$ cat src/include/rhsp_regs.svh
// Constants of the reader host serial port.
`ifndef RHSP_REGS_SVH
`define RHSP_REGS_SVH

`define RHSP_BYTE_BITS   8
`define RHSP_BIT_LAST    3'h7
`define RHSP_FIFO_DEPTH  16
`define RHSP_MODE_WRITE  2'h0
`define RHSP_MODE_READ   2'h1
`define RHSP_MODE_FIFO   2'h2
`define RHSP_MODE_CMD    2'h3
`define RHSP_FIFO_LOAD   6'h00
`define RHSP_FIFO_READ   6'h3F
`define RHSP_ADDR_INC    6'h01
`define RHSP_MAP_LAST    6'h3D
`define RHSP_RO_FIRST    6'h38
`define RHSP_LOAD_MAX    6'h20

`endif

$ cat src/include/rhsp_pkg.sv
// Types of the reader host serial port.
`default_nettype none
package rhsp_pkg;
   typedef enum logic [1:0] {
      st_idle = 2'b00,
      st_ctrl = 2'b01,
      st_data = 2'b11,
      st_halt = 2'b10
   } rhsp_state_t;
   typedef logic [7:0] rhsp_byte_t;
   typedef logic [5:0] rhsp_addr_t;
endpackage : rhsp_pkg
`default_nettype wire

$ cat src/include/rhsp_fifo_if.sv
// Valid/ready carrier between the port and its load buffer.
`timescale 1ns/10ps
`default_nettype none
interface rhsp_fifo_if #(parameter int WIDTH = 8) ();
   logic             in_valid;
   logic             in_ready;
   logic [WIDTH-1:0] in_data;
   logic             out_valid;
   logic             out_ready;
   logic [WIDTH-1:0] out_data;
   modport buffer (input in_valid, input in_data, input out_ready,
                   output in_ready, output out_valid, output out_data);
   modport source (output in_valid, output in_data, input in_ready);
   modport sink   (input out_valid, input out_data, output out_ready);
endinterface : rhsp_fifo_if
`default_nettype wire

$ cat src/rtl/rhsp_fifo.sv
// Synchronous FIFO with registered read data and registered flags.
`timescale 1ns/10ps
`default_nettype none
module rhsp_fifo #(
   parameter int WIDTH = 8,
   parameter int DEPTH = 16
) (
   // Clock and reset
   input wire logic        clock,
   input wire logic        srst,
   // Both sides
   rhsp_fifo_if.buffer     f
);
   localparam int AW = $clog2(DEPTH);

   logic [WIDTH-1:0] mem [DEPTH];
   logic [AW-1:0]    wptr, next_wptr, rptr, next_rptr;
   logic [AW:0]      count, next_count;
   logic             ready, next_ready;
   logic             out_valid, next_out_valid;
   logic [WIDTH-1:0] out_data, next_out_data;
   logic             push, pop;

   assign f.in_ready  = ready;
   assign f.out_valid = out_valid;
   assign f.out_data  = out_data;

   always_comb begin
      push           = f.in_valid & ready;
      pop            = (count != '0) & (~out_valid | f.out_ready);
      next_wptr      = push ? wptr + AW'(1) : wptr;
      next_rptr      = pop ? rptr + AW'(1) : rptr;
      next_count     = count + (AW+1)'(push) - (AW+1)'(pop);
      next_out_data  = pop ? mem[rptr] : out_data;
      next_out_valid = pop | (out_valid & ~f.out_ready);
      // Ready is held in a flop so the filling side sees a clean flag.
      // The output register counts toward the depth, so at most DEPTH words wait.
      next_ready     = ((next_count + (AW+1)'(next_out_valid)) != (AW+1)'(DEPTH));
   end

   always_ff @(posedge clock) begin
      if (push) begin
         mem[wptr] <= f.in_data;
      end
      if (srst) begin
         wptr      <= '0;
         rptr      <= '0;
         count     <= '0;
         ready     <= 1'b1;
         out_valid <= 1'b0;
         out_data  <= '0;
      end else begin
         wptr      <= next_wptr;
         rptr      <= next_rptr;
         count     <= next_count;
         ready     <= next_ready;
         out_valid <= next_out_valid;
         out_data  <= next_out_data;
      end
   end
endmodule : rhsp_fifo
`default_nettype wire

$ cat src/rtl/rhsp_port.sv
// Serial slave port that lets a host reach registers, FIFOs and commands.
`timescale 1ns/10ps
`default_nettype none
`include "rhsp_regs.svh"
module rhsp_port #(
   parameter int                  FIFO_DEPTH = `RHSP_FIFO_DEPTH,
   parameter logic [5:0]          MAP_LAST   = `RHSP_MAP_LAST,
   parameter logic [5:0]          RO_FIRST   = `RHSP_RO_FIRST
) (
   // Core clock and reset
   input  wire logic              clock,
   input  wire logic              srst,
   // Serial pins
   input  wire logic              serial_select,
   input  wire logic              serial_clock,
   input  wire logic              serial_in,
   output logic                   serial_out,
   output logic                   serial_out_en,
   // Enable pin and interrupt pin
   input  wire logic              external_enable_pin,
   output logic                   interrupt_request,
   // Core status into the port and run enable out
   input  wire logic              run_enable_bit,
   input  wire logic              irq_pending,
   output logic                   run_enable,
   // Register write strobe
   output logic                   wr_valid,
   output logic [5:0]             wr_addr,
   output logic [7:0]             wr_data,
   // Register read lookup
   output logic [5:0]             rd_addr,
   input  wire logic [7:0]        rd_data,
   // Direct commands
   output logic                   cmd_valid,
   output logic [5:0]             cmd_code,
   // Transmit data toward the core
   output logic                   tx_valid,
   output logic [7:0]             tx_data,
   input  wire logic              tx_ready,
   output logic                   load_ready,
   // Received data from the core
   input  wire logic              rx_valid,
   input  wire logic [7:0]        rx_data,
   output logic                   rx_pop
);

   ////////////////////////////////////////////////////////////////////////
   // Address decoding.

   function automatic logic rhsp_mapped(input logic [5:0] a);
      rhsp_mapped = (a <= MAP_LAST);
   endfunction : rhsp_mapped

   function automatic logic rhsp_writable(input logic [5:0] a);
      rhsp_writable = rhsp_mapped(a) && (a < RO_FIRST);
   endfunction : rhsp_writable

   ////////////////////////////////////////////////////////////////////////
   // Pin synchronisers.

   logic sel_s1, sel_s2;
   logic sclk_s1, sclk_s2, sclk_d;
   logic din_s1, din_s2;
   logic en_s1, en_s2;
   logic fall, rise;

   // Pins are sampled twice before use; the serial clock is oversampled
   // at more than six core cycles per serial phase.
   always_ff @(posedge clock) begin
      if (srst) begin
         sel_s1  <= 1'b0;
         sel_s2  <= 1'b0;
         sclk_s1 <= 1'b0;
         sclk_s2 <= 1'b0;
         sclk_d  <= 1'b0;
         din_s1  <= 1'b0;
         din_s2  <= 1'b0;
         en_s1   <= 1'b0;
         en_s2   <= 1'b0;
      end else begin
         sel_s1  <= serial_select;
         sel_s2  <= sel_s1;
         sclk_s1 <= serial_clock;
         sclk_s2 <= sclk_s1;
         sclk_d  <= sclk_s2;
         din_s1  <= serial_in;
         din_s2  <= din_s1;
         en_s1   <= external_enable_pin;
         en_s2   <= en_s1;
      end
   end

   assign fall = sclk_d & ~sclk_s2;
   assign rise = ~sclk_d & sclk_s2;

   ////////////////////////////////////////////////////////////////////////
   // Load buffer.

   rhsp_fifo_if #(.WIDTH(`RHSP_BYTE_BITS)) load_if ();

   rhsp_fifo #(
      .WIDTH (`RHSP_BYTE_BITS),
      .DEPTH (FIFO_DEPTH)
   ) u_fifo (
      .clock (clock),
      .srst  (srst),
      .f     (load_if)
   );

   assign tx_valid          = load_if.out_valid;
   assign tx_data           = load_if.out_data;
   assign load_if.out_ready = tx_ready;
   assign load_ready        = load_if.in_ready;

   ////////////////////////////////////////////////////////////////////////
   // Serial transaction engine.

   rhsp_pkg::rhsp_state_t state, next_state;
   logic [1:0]            mode, next_mode;
   logic [2:0]            bitcnt, next_bitcnt;
   rhsp_pkg::rhsp_byte_t  shin, next_shin;
   rhsp_pkg::rhsp_byte_t  shout, next_shout;
   rhsp_pkg::rhsp_addr_t  addr, next_addr;
   logic [5:0]            loads, next_loads;
   logic                  held, next_held;
   logic                  push, next_push;
   rhsp_pkg::rhsp_byte_t  push_data, next_push_data;
   logic                  next_serial_out, next_serial_out_en;
   logic                  next_wr_valid, next_cmd_valid, next_rx_pop;
   logic [5:0]            next_wr_addr, next_cmd_code;
   logic [7:0]            next_wr_data;
   logic                  reading;
   rhsp_pkg::rhsp_byte_t  full_byte, rd_byte;

   assign load_if.in_valid = push;
   assign load_if.in_data  = push_data;

   always_comb begin
      next_state         = state;
      next_mode          = mode;
      next_bitcnt        = bitcnt;
      next_shin          = shin;
      next_shout         = shout;
      next_addr          = addr;
      next_loads         = loads;
      next_held          = held;
      next_push          = 1'b0;
      next_push_data     = push_data;
      next_serial_out    = serial_out;
      next_serial_out_en = serial_out_en;
      next_wr_valid      = 1'b0;
      next_wr_addr       = wr_addr;
      next_wr_data       = wr_data;
      next_cmd_valid     = 1'b0;
      next_cmd_code      = cmd_code;
      next_rx_pop        = 1'b0;
      full_byte          = {shin[6:0], din_s2};
      reading            = (mode == `RHSP_MODE_READ) ||
                           (mode == `RHSP_MODE_FIFO && addr == `RHSP_FIFO_READ);
      rd_byte            = '0;
      if (mode == `RHSP_MODE_FIFO) begin
         rd_byte = rx_valid ? rx_data : '0;
      end else if (rhsp_mapped(addr)) begin
         rd_byte = rd_data;
      end
      if (!sel_s2) begin
         // Dropping select abandons any partial byte without effect.
         next_state         = rhsp_pkg::st_idle;
         next_bitcnt        = '0;
         next_held          = 1'b0;
         next_serial_out    = 1'b0;
         next_serial_out_en = 1'b0;
      end else begin
         case (state)
            rhsp_pkg::st_idle: begin
               next_state = rhsp_pkg::st_ctrl;
               next_loads = '0;
               next_shin  = '0;
            end
            rhsp_pkg::st_ctrl: begin
               if (fall) begin
                  next_shin   = full_byte;
                  next_bitcnt = bitcnt + 3'h1;
                  if (bitcnt == `RHSP_BIT_LAST) begin
                     next_mode  = full_byte[7:6];
                     next_addr  = full_byte[5:0];
                     next_state = rhsp_pkg::st_data;
                     if (full_byte[7:6] == `RHSP_MODE_CMD) begin
                        next_cmd_valid = 1'b1;
                        next_cmd_code  = full_byte[5:0];
                        next_state     = rhsp_pkg::st_halt;
                     end else if (full_byte[7:6] == `RHSP_MODE_FIFO &&
                                  full_byte[5:0] != `RHSP_FIFO_LOAD &&
                                  full_byte[5:0] != `RHSP_FIFO_READ) begin
                        // Mixed FIFO codes are not defined, so they are ignored.
                        next_state = rhsp_pkg::st_halt;
                     end
                  end
               end
            end
            rhsp_pkg::st_data: begin
               if (rise && reading) begin
                  next_serial_out_en = 1'b1;
                  if (bitcnt == '0) begin
                     // Unmapped addresses read as zero outside FIFO mode.
                     next_serial_out = rd_byte[7];
                     next_shout      = {rd_byte[6:0], 1'b0};
                     next_held       = (mode == `RHSP_MODE_FIFO) & rx_valid;
                  end else begin
                     next_serial_out = shout[7];
                     next_shout      = {shout[6:0], 1'b0};
                  end
               end
               if (fall) begin
                  next_shin   = full_byte;
                  next_bitcnt = bitcnt + 3'h1;
                  if (bitcnt == `RHSP_BIT_LAST) begin
                     if (mode != `RHSP_MODE_FIFO) begin
                        next_addr = addr + `RHSP_ADDR_INC;
                     end
                     if (mode == `RHSP_MODE_WRITE && rhsp_writable(addr)) begin
                        next_wr_valid = 1'b1;
                        next_wr_addr  = addr;
                        next_wr_data  = full_byte;
                     end
                     if (mode == `RHSP_MODE_FIFO && !reading) begin
                        // Bytes past the load limit or into a full buffer are lost.
                        if (loads != `RHSP_LOAD_MAX && load_if.in_ready) begin
                           next_push      = 1'b1;
                           next_push_data = full_byte;
                           next_loads     = loads + 6'h01;
                        end
                     end
                     if (reading && held) begin
                        next_rx_pop = 1'b1;
                        next_held   = 1'b0;
                     end
                  end
               end
            end
            default: begin
               next_serial_out_en = 1'b0;
            end
         endcase
      end
   end

   always_ff @(posedge clock) begin
      if (srst) begin
         state         <= rhsp_pkg::st_idle;
         mode          <= `RHSP_MODE_WRITE;
         bitcnt        <= '0;
         shin          <= '0;
         shout         <= '0;
         addr          <= '0;
         loads         <= '0;
         held          <= 1'b0;
         push          <= 1'b0;
         push_data     <= '0;
         serial_out    <= 1'b0;
         serial_out_en <= 1'b0;
         wr_valid      <= 1'b0;
         wr_addr       <= '0;
         wr_data       <= '0;
         cmd_valid     <= 1'b0;
         cmd_code      <= '0;
         rx_pop        <= 1'b0;
      end else begin
         state         <= next_state;
         mode          <= next_mode;
         bitcnt        <= next_bitcnt;
         shin          <= next_shin;
         shout         <= next_shout;
         addr          <= next_addr;
         loads         <= next_loads;
         held          <= next_held;
         push          <= next_push;
         push_data     <= next_push_data;
         serial_out    <= next_serial_out;
         serial_out_en <= next_serial_out_en;
         wr_valid      <= next_wr_valid;
         wr_addr       <= next_wr_addr;
         wr_data       <= next_wr_data;
         cmd_valid     <= next_cmd_valid;
         cmd_code      <= next_cmd_code;
         rx_pop        <= next_rx_pop;
      end
   end

   ////////////////////////////////////////////////////////////////////////
   // Enable pin, interrupt pin and read address.

   logic next_run_enable, next_interrupt_request;
   logic [5:0] next_rd_addr;

   always_comb begin
      next_run_enable        = run_enable_bit | en_s2;
      // The port never starts a transfer; attention is only this pin.
      next_interrupt_request = irq_pending;
      next_rd_addr           = addr;
   end

   always_ff @(posedge clock) begin
      if (srst) begin
         run_enable        <= 1'b0;
         interrupt_request <= 1'b0;
         rd_addr           <= '0;
      end else begin
         run_enable        <= next_run_enable;
         interrupt_request <= next_interrupt_request;
         rd_addr           <= next_rd_addr;
      end
   end

endmodule : rhsp_port
`default_nettype wire

$ cat config.mk
export PLATFORM = sky130hd
export DESIGN_NAME = rhsp_port
export DESIGN_NICKNAME = d
export VERILOG_FILES = /design/src/include/rhsp_pkg.sv /design/src/include/rhsp_fifo_if.sv /design/src/rtl/rhsp_fifo.sv /design/src/rtl/rhsp_port.sv
export VERILOG_INCLUDE_DIRS = /design/src /design/src/include
export SDC_FILE = /design/constraint.sdc
export NUM_CORES = 1
export LEC_CHECK = 0
export ABC_AREA = 1
export BUFFER_PORTS_ARGS = -buffer_cell sky130_fd_sc_hd__buf_2
export CAP_MARGIN = 20
export CELL_PAD_IN_SITES_DETAIL_PLACEMENT = 1
export CELL_PAD_IN_SITES_GLOBAL_PLACEMENT = 1
export CORE_UTILIZATION = 35
export CTS_BUF_LIST = sky130_fd_sc_hd__clkbuf_2 sky130_fd_sc_hd__clkbuf_4 sky130_fd_sc_hd__clkbuf_8
export DETAILED_ROUTE_END_ITERATION = 8
export PLACE_DENSITY = 0.65
export SLEW_MARGIN = 20
export SYNTH_ARGS = -nofsm -noshare
export SYNTH_HDL_FRONTEND = slang
export SYNTH_SLANG_ARGS = --single-unit
$ cat constraint.sdc
create_clock -name clock -period 3 [get_ports clock]
set_input_delay 0.15 -clock clock [delete_from_list [all_inputs] [get_ports clock]]
set_output_delay 0.15 -clock clock [all_outputs]
set_load 0.005 [all_outputs]
### Word-level counts from Yosys, hierarchy flattened

Memory sizes are Yosys's and may differ from the RTL's. A register that Yosys moved wholly into a read port is not among the register bits.
Cells that the tools add are included.

| operators by class | value |
|---|---|
| bitwise logic cells | 20 |
| reductions and logical operators | 38 |
| add/sub/neg operators | 8 |
| mux-type cells | 36 |
| order comparisons | 2 |
| equal/unequal tests | 21 |

Operator list:

| operator | count |
|---|---|
| two-way mux 6 bit | 9 |
| two-way mux 8 bit | 4 |
| case mux 6 bit (2 select lines) | 2 |
| != test 2 bit (second input constant) | 9 |
| two-way mux 1 bit | 15 |
| case mux 7 bit (2 select lines) | 1 |
| adder 6 x 1 -> 6 bit (second input constant) | 2 |
| != test 6 bit (second input constant) | 2 |
| AND reduction 6 bit | 2 |
| NOT 1 bit | 11 |
| adder 5 x 1 -> 5 bit | 2 |
| AND reduction 5 bit | 2 |
| OR reduction 5 bit | 2 |
| logical AND 1 bit | 9 |
| AND reduction 3 bit | 3 |
| adder 4 x 1 -> 4 bit (second input constant) | 2 |
| == test 2 bit (second input constant) | 4 |
| nonzero test 2 bit | 4 |
| two-way mux 7 bit | 1 |
| AND reduction 7 bit | 1 |
| AND 1 bit | 6 |
| == test 6 bit (second input constant) | 1 |
| less-or-equal comparator 6 bit (second input constant) | 1 |
| less-than comparator 6 bit (second input constant) | 1 |
| 20 further kinds | 29 |

| storage, ports and cells | value |
|---|---|
| flip-flop bits (word level) | 101 |
| input bits | 26 |
| memories | 1 |
| bits in writable memories | 128 |

Memory list:

| name | words | width | read ports | clocked after Yosys merged registers in | wr ports | line | text |
|---|---|---|---|---|---|---|---|
| u_fifo.mem | 16 | 8 | 1 | 1 | 1 | rhsp_fifo.sv:16 | `logic [WIDTH-1:0] mem [DEPTH];` |

### Depth between registers and ports, before layout

Gate-level depths: netlist of the first run.

| logic depth | value |
|---|---|
| depth in word-level cells | 9 |
| gate-level depth with buffers | 18 |
| depth with buffers taken out | 17 |

### Modules after synthesis

Synthesis of the first run repeated with hierarchy kept, for this count alone.

| second synthesis, totals | value |
|---|---|
| cells, all modules | 1175 |
| area, all modules | 10390.0 µm² |

Modules (own cells, without submodules):

| module | instances | area each (µm²) | cells each |
|---|---|---|---|
| rhsp_fifo | 1 | 6712.7 | 687 |
| rhsp_port | 1 | 3677.3 | 488 |

### Least setup slack after synthesis of the first run

No wires, ideal clock.

| timing path | value |
|---|---|
| kind | reg2reg |
| from | register u_fifo.count[2] |
| to | register u_fifo.ready, in the netlist u_fifo.f.in_ready |
| stages on the path, launching flop included | 16 |
| clock period less this slack | 2682 ps |
| arrival | 2565 ps |
| data required time | 2883 ps |
| setup slack | 318 ps |
| path through | dfxtp_1 inv_1 ha_1 nand3_1 nand2_1 inv_1 clkbuf_1 ha_1 inv_1 ha_1 fa_1 ha_1 o21ai_0 nand3_1 nand2_1 nand2_1 |

| on the way | value |
|---|---|
| word-level cells in the longest chain between the ends | 5 |
| elaborated cells between the ends (all ways) | 7 |
| those cells by class | add/sub: 3; eq/ne: 1; bitwise: 2; reduce/logical: 1 |

Ends and longest elaborated chain:

| item | line | text |
|---|---|---|
| start, declared | rhsp_fifo.sv:18 | `logic [AW:0] count, next_count;` |
| start signal, assigned | rhsp_fifo.sv:55 | `count <= next_count;` |
| nonzero test 5 bit | rhsp_fifo.sv:30 | `pop = (count != '0) & (~out_valid \| f.out_ready);` |
| AND 1 bit | rhsp_fifo.sv:30 |  |
| net u_fifo.pop | rhsp_fifo.sv:22 | `logic push, pop;` |
| subtractor 5 x 1 -> 5 bit | rhsp_fifo.sv:33 | `next_count = count + (AW+1)'(push) - (AW+1)'(pop);` |
| net u_fifo.next_count[1] | rhsp_fifo.sv:18 |  |
| adder 5 x 1 -> 5 bit | rhsp_fifo.sv:38 | `next_ready = ((next_count + (AW+1)'(next_out_valid)) != (AW+1)'(DEPTH));` |
| != test 5 bit | rhsp_fifo.sv:38 |  |
| end signal, assigned | rhsp_fifo.sv:56 | `ready <= next_ready;` |
| end, declared | rhsp_fifo.sv:19 | `logic ready, next_ready;` |

The timed path passes the listed nets, and every way through them passes these cells.
A chain may end at the register's enable or synchronous reset.

### Worst setup path in the final report of the first run

| timing path | value |
|---|---|
| from | register u_fifo.count[2] |
| to | register u_fifo.ready, in the netlist u_fifo.f.in_ready |

| on the way | value |
|---|---|
| word-level cells in the longest chain between the ends | 5 |
| elaborated cells between the ends (all ways) | 7 |
| those cells by class | add/sub: 3; eq/ne: 1; bitwise: 2; reduce/logical: 1 |

Ends and longest elaborated chain:

| item | line |
|---|---|
| nonzero test 5 bit | rhsp_fifo.sv:30 |
| AND 1 bit | rhsp_fifo.sv:30 |
| subtractor 5 x 1 -> 5 bit | rhsp_fifo.sv:33 |
| net u_fifo.next_count[1] | rhsp_fifo.sv:18 |
| adder 5 x 1 -> 5 bit | rhsp_fifo.sv:38 |
| != test 5 bit | rhsp_fifo.sv:38 |

The timed path passes the listed nets, and every way through them passes these cells.

==> results of run 1 <==
-- registers in the layout, indices dropped and copies added (netlist names), 7 cells and up --
name	flops
wr_data	8
load_if.in_data	8
shin	7
u_fifo.mem	128
u_fifo.f.out_data	8
shout	7
-- placed cells by master, fill, tap and decap left out, types with 20 or more instances in the layout --
master	instances
nand2_1	240
nor2_1	198
edfxtp_1	128
inv_1	119
dfxtp_1	107
nand3_1	103
buf_2	68
o21ai_0	61
a21oi_1	53
clkbuf_8	45
ha_1	21
dlygate4sd3_1	20
-- per-layer routing --
metal	routed length, um	GRT usage, %	part of all wire, %
met5	0	0	0
met4	622	6.31	2.3
met3	1210	3.02	4.5
met2	12500	30.8	47
met1	12500	24.9	47
-- power by group --
part	switching (W)	internal [W]
logic	0.00138	0.000702
clock network	0.00131	0.00161
registers	0.0000684	0.00349
total	0.00276	0.00580
-- cells by family after synthesis --
group / count (synthesis) / synth area share [%]
adders and majority gates: 22 / 2.79
and+or+nand+nor: 572 / 23.6
AOI/OAI and AO/OA: 134 / 6.95
buffers and inverters: 172 / 6.96
xor gates and xnor gates: 6 / 0.518
DFF: 236 / 59.2
-- through the flow --
step	area (sq um)	utilization (%)
floorplan	10200	-
global placement	10900	38.6
detailed placement	10900	38.6
CTS	11900	42.2
global route	11900	42.3
finish	11900	42.3
-- what timing repair did --
| item | in CTS | in global routing |
|---|---|---|
| gates resized for setup | 0 | 0 |
| hold endpoints to repair | 13 | 0 |
| hold buffers | 20 | 0 |
| setup endpoints to repair | 0 | 0 |
-- area by class of cell --
type / count / area (sq um)
repair buffers: 105 / 701
clock buffers: 63 / 754
clock inverters: 11 / 56.3
well taps: 378 / 473
inverters: 127 / 477
multi-input cells: 734 / 3440
flip-flops and latches: 236 / 6010
fillers: 3365 / 16300
-- worst max path at each step --
stage | startpoint | to | slack [ns] | depth (start not counted)
floorplan | u_fifo.count[2] | u_fifo.f.in_ready | 0.32 | 15
global placement | u_fifo.count[3] | u_fifo.f.in_ready | 0.43 | 14
detailed placement | u_fifo.count[2] | u_fifo.f.in_ready | 0.38 | 14
CTS | u_fifo.count[2] | u_fifo.f.in_ready | 0.35 | 14
global route | u_fifo.count[2] | u_fifo.f.in_ready | 0.007 | 14
finish | u_fifo.count[2] | u_fifo.f.in_ready | 0.36 | 14
-- worst min-delay path, stage by stage --
cell     delay (ns)
buf_2          0.08
nand3_1        0.07
a21oi_1        0.14
o21a_1         0.11
==> flow_metrics.env, run 1 <==
export IMPL_status="complete, no violations"
export IMPL_hold_path_class="in2reg"
export IMPL_setup_viol_count_final=0
export IMPL_rrSetupSlack_ns=0.36
export IMPL_syn_to_final_growth_pct=17.3
export IMPL_drive_above_1_share_pct=14.3
export IMPL_netlist_top_cells_area="edfxtp_1 (38%), dfxtp_1 (21%), nand2_1 (8.9%)"
export IMPL_grt_pass1_wl_um=42700
export IMPL_die_area_sq_um=29700
export IMPL_hold_slack_ns=0.0354
export IMPL_syn_avg_cell_area_sq_um=8.89
export IMPL_antenna_found_initial=0
export IMPL_cts_buffer_depth=3
export IMPL_start_util_pct=36.0
export IMPL_drv_cap=0
export IMPL_p_per_area_nw_per_um2=719
export IMPL_ys_flop_type="edfxtp_1"
export IMPL_grt_total_usage_pct=18.7
export IMPL_path_class="reg2reg"
export IMPL_netlist_area_sq_um=10200
export IMPL_hold_end="shout[7]"
export IMPL_rsz0062_at_grt="no"
export IMPL_crit_path_end_kind="register"
export IMPL_synth_largest_area_cell="edfxtp_1"
export IMPL_dr_pass1_iters=4
export IMPL_dp_slack_ns=0.382
export IMPL_whs_path_depth=4
export IMPL_synth_seq_cells=236
export IMPL_wl_per_cell_um=16.2
export IMPL_routed_wl_um=26800
export IMPL_cts_sinks=236
export IMPL_yosysSeqAreaShare_pct=59.2
export IMPL_synth_top_cells_by_count="nand2_1 (240), nor2_1 (198), edfxtp_1 (128), inv_1 (119), dfxtp_1 (108)"
export IMPL_r2r_end="u_fifo.f.in_ready"
export IMPL_slew_headroom_pct=39.4
export IMPL_clk_latency_ns=0.54
export IMPL_cts_root_buf="clkbuf_8"
export IMPL_io_buffer_count=68
export IMPL_finalWeightedCongestion=0.787
export IMPL_rows=61
export IMPL_final_cell_count_no_fill=1654
export IMPL_yosysWarnings=0
export IMPL_core_area_sq_um=28200
export IMPL_hp_start="rd_data[6]"
export IMPL_synth_edf_count=128
export IMPL_finalClockSkew_ns=0.0205
export IMPL_path_common_cell="ha_1"
export IMPL_cp_top_family="adder cells"
export IMPL_overflow=0
export IMPL_yosysTopAreaCellShare_pct=37.9
export IMPL_finalPower_w=0.00856
export IMPL_synth_most_common_cell="nand2_1"
export IMPL_first_global_vias=8110
export IMPL_period_share_pct=88.0
export IMPL_crit_buf_inv=3
export IMPL_crit_path_max_fanout=4
export IMPL_tns_ns=0
export IMPL_rr_startpoint="u_fifo.count[2]"
export IMPL_nets=1295
export IMPL_num_vias=7861
export IMPL_peakVddDrop_mv=0.500
export IMPL_clkSlewWorstSetupHoldPaths_ns=0.06
export IMPL_worst_setup_path_start_kind="register"
export IMPL_drv_slew=0
export IMPL_cp_slowest_cell="fa_1"
export IMPL_ys_async_sr_fraction_pct=0
export IMPL_avgViaCountPerCell=4.75
export IMPL_ios=69
export IMPL_fin_crit_ns=2.64
export IMPL_post_place_cells=1559
export IMPL_die_x_um=172
export IMPL_cts_tree="built"
export IMPL_worstPathRequired_ns=3.42
export IMPL_cp_arrival_ns=3.06
export IMPL_grt_max_degree=60
export IMPL_dp_hpwl_um=17300
export IMPL_p_leak_nw=4.99
export IMPL_rr_worst_depth=14
export IMPL_drtAntennaViolNets=0
export IMPL_die_y_um=172
export IMPL_cts_max_level=2
export IMPL_numCtsBuffers=43
export IMPL_synth_distinct_cells=40
export IMPL_hold_viol_final=0
export IMPL_syn_inst=1142
export IMPL_n_antenna_cell=0
export IMPL_max_freq_ghz=0.379
export IMPL_drc=0
export IMPL_fin_ws_ns=0.359
export IMPL_crit_chain="inv_1 -> ha_1 -> nand3_1 -> nand2_1 -> inv_1 -> ha_1 -> inv_1 -> ha_1 -> fa_1 -> ha_1 -> o21ai_0 -> nand3_1 -> nand2_1 -> nand2_1"
export IMPL_syn_nets=1190
export IMPL_worst_pin_slew_ns=0.906
export IMPL_drtIter0Drc=338
export IMPL_cpPeakStageDelay_ns=0.51
export IMPL_cts_setup_buffers=0
No activity file was read; power rests on OpenSTA's default activity.
==> run 2: changes to the inputs <==
CORE_UTILIZATION = 45   (was 35)
PLACE_DENSITY = 0.79   (was 0.65)
==> run 2 against run 1 <==
The flow now finishes with violations (design-rule violations). Worst hold slack lost 0.027 ns. Total power decreased by 1.6%. Core utilization grew 11 points. Routed wire length up 0.75%. Clock power shrank 5%. Non-clock buffer count down 5. Sequential share of layout area grew 1.0 points. Die area down 22%. Register-to-register slack is essentially flat. Global-route usage increased by 4.9 points. Critical path type unchanged.
==> flow_metrics.env, run 2 (synthesis results as in run 1) <==
export IMPL_layout_common_cells="nand2_1 (240), nor2_1 (198), edfxtp_1 (128), inv_1 (119), dfxtp_1 (107)"
export IMPL_hp_start="rx_data[5]"
export IMPL_core_area_sq_um=22000
export IMPL_clkSlewWorstSetupHoldPaths_ns=0.06
export IMPL_antenna_found_initial=0
export IMPL_n_antenna_cell=0
export IMPL_num_vias=8130
export IMPL_worst_pin_slew_ns=0.934
export IMPL_failed_checks="design-rule violations"
export IMPL_io_buffer_count=68
export IMPL_finalWeightedCongestion=0.802
export IMPL_p_leak_nw=4.92
export IMPL_peakVddDrop_mv=0.580
export IMPL_grt_pass1_wl_um=43400
export IMPL_cts_tree="built"
export IMPL_period_share_pct=88.5
export IMPL_crit_path_end_kind="register"
export IMPL_hold_viol_final=0
export IMPL_grt_max_degree=67
export IMPL_dr_pass1_iters=7
export IMPL_wl_per_cell_um=17.5
export IMPL_path_class="reg2reg"
export IMPL_finalClockSkew_ns=0.0212
export IMPL_worst_setup_path_start_kind="register"
export IMPL_cp_startpoint="u_fifo.count[2]"
export IMPL_worstPathRequired_ns=3.42
export IMPL_drtAntennaViolNets=0
export IMPL_rsz0062_at_grt="no"
export IMPL_seqCellArea_sq_um=6010
export IMPL_drtIter0Drc=386
export IMPL_tns_ns=0
export IMPL_ios=69
export IMPL_overflow=0
export IMPL_die_x_um=152
export IMPL_avgViaCountPerCell=5.26
export IMPL_rows=54
export IMPL_rr_startpoint="u_fifo.count[2]"
export IMPL_cts_buffer_depth=3
export IMPL_crit_path_max_fanout=4
export IMPL_dp_hpwl_um=17000
export IMPL_numCtsBuffers=38
export IMPL_cts_setup_buffers=0
export IMPL_syn_to_final_growth_pct=14.9
export IMPL_fin_crit_ns=2.66
export IMPL_cp_arrival_ns=3.08
export IMPL_cts_max_level=2
export IMPL_nets=1285
export IMPL_slew_headroom_pct=37.5
export IMPL_status="finished, violations left"
export IMPL_multi_input_area_sq_um=3440
export IMPL_hold_path_class="in2reg"
export IMPL_start_util_pct=46.2
export IMPL_cts_root_buf="clkbuf_8"
export IMPL_first_global_vias=8455
export IMPL_drive_above_1_share_pct=13.5
export IMPL_largest_register_ffs=128
export IMPL_n_fill_cell=2613
export IMPL_setup_viol_count_final=0
export IMPL_drc=1
export IMPL_die_y_um=152
export IMPL_routed_wl_um=27000
export IMPL_final_common_cell="nand2_1"
export IMPL_max_freq_ghz=0.377
export IMPL_p_per_area_nw_per_um2=722
export IMPL_clk_latency_ns=0.54
export IMPL_cts_sinks=236
export IMPL_die_area_sq_um=23200
export IMPL_drv_slew=0
export IMPL_finalPower_w=0.00842
export IMPL_grt_total_usage_pct=23.6
export IMPL_largest_register="u_fifo.mem"
export IMPL_drv_cap=0
## run 2: cell count changes in the layout (fill, tap and decap cells not counted), moves of 2 or more
cell / before / now
clkbuf_8: 45 / 41
clkinv_1: 8 / 10
clkinv_2: 5 / 1
buf_4: 15 / 11
## run 2: critical path, cell delays in order (launching register included)
cell,delay [ns]
dfxtp_1,0.32
inv_1,0.08
ha_1,0.19
nand3_1,0.09
nand2_1,0.12
inv_1,0.08
ha_1,0.27
inv_1,0.04
ha_1,0.22
fa_1,0.50
ha_1,0.25
o21ai_0,0.16
nand3_1,0.09
nand2_1,0.08
nand2_1,0.04
## run 2: worst paths after layout
check	cells past startpoint	slack, ns	to
max	14	0.34	u_fifo.f.in_ready
min	5	0.008	shout[6]
max reg2reg	14	0.34	u_fifo.f.in_ready
min reg2reg	2	0.41	din_s2
## run 2: metal layers
layer  track usage [%]  vias to the layer above  share of wire (%)
met5                 0                        -                  0
met4              8.79                        0                2.7
met3              3.67                       56                4.3
met2              40.0                      189                 48
met1              30.5                     3987                 45
li1                  -                     3898                  -
## run 2: where the power goes
| group | switching, W | leakage (nW) | internal (W) |
|---|---|---|---|
| clock network | 0.00126 | 0.405 | 0.00150 |
| registers | 0.0000702 | 1.89 | 0.00349 |
| logic | 0.00142 | 2.63 | 0.000684 |
## run 2: timing repair
action                     in CTS  in global routing
hold endpoints to repair       19                  0
gates resized for setup         0                  0
hold buffers                   20                  0
setup endpoints to repair       0                  0
## run 2: layout make-up
class                   count  share of cell area, %
repair buffers            100                   5.51
inverters                 127                   4.09
clock inverters             9                  0.386
flip-flops and latches    236                   51.5
multi-input cells         734                   29.5
clock buffers              60                   6.06
well taps                 280                   3.00
## run 2: metrics by stage
step | cell area (sq um) | hold slack [ns] | worst slack [ns] | util, % | std cells
after floorplan | 10200 | 0.257 | 0.318 | - | 1142
after global placement | 10700 | 0.351 | 0.443 | 48.8 | 1457
after detailed placement | 10700 | 0.362 | 0.332 | 48.8 | 1457
after CTS | 11700 | 0.00379 | 0.320 | 53.1 | 1546
after global routing | 11700 | 0.0266 | 0.0959 | 53.1 | 1546
final | 11700 | 0.00831 | 0.345 | 53.1 | 1546
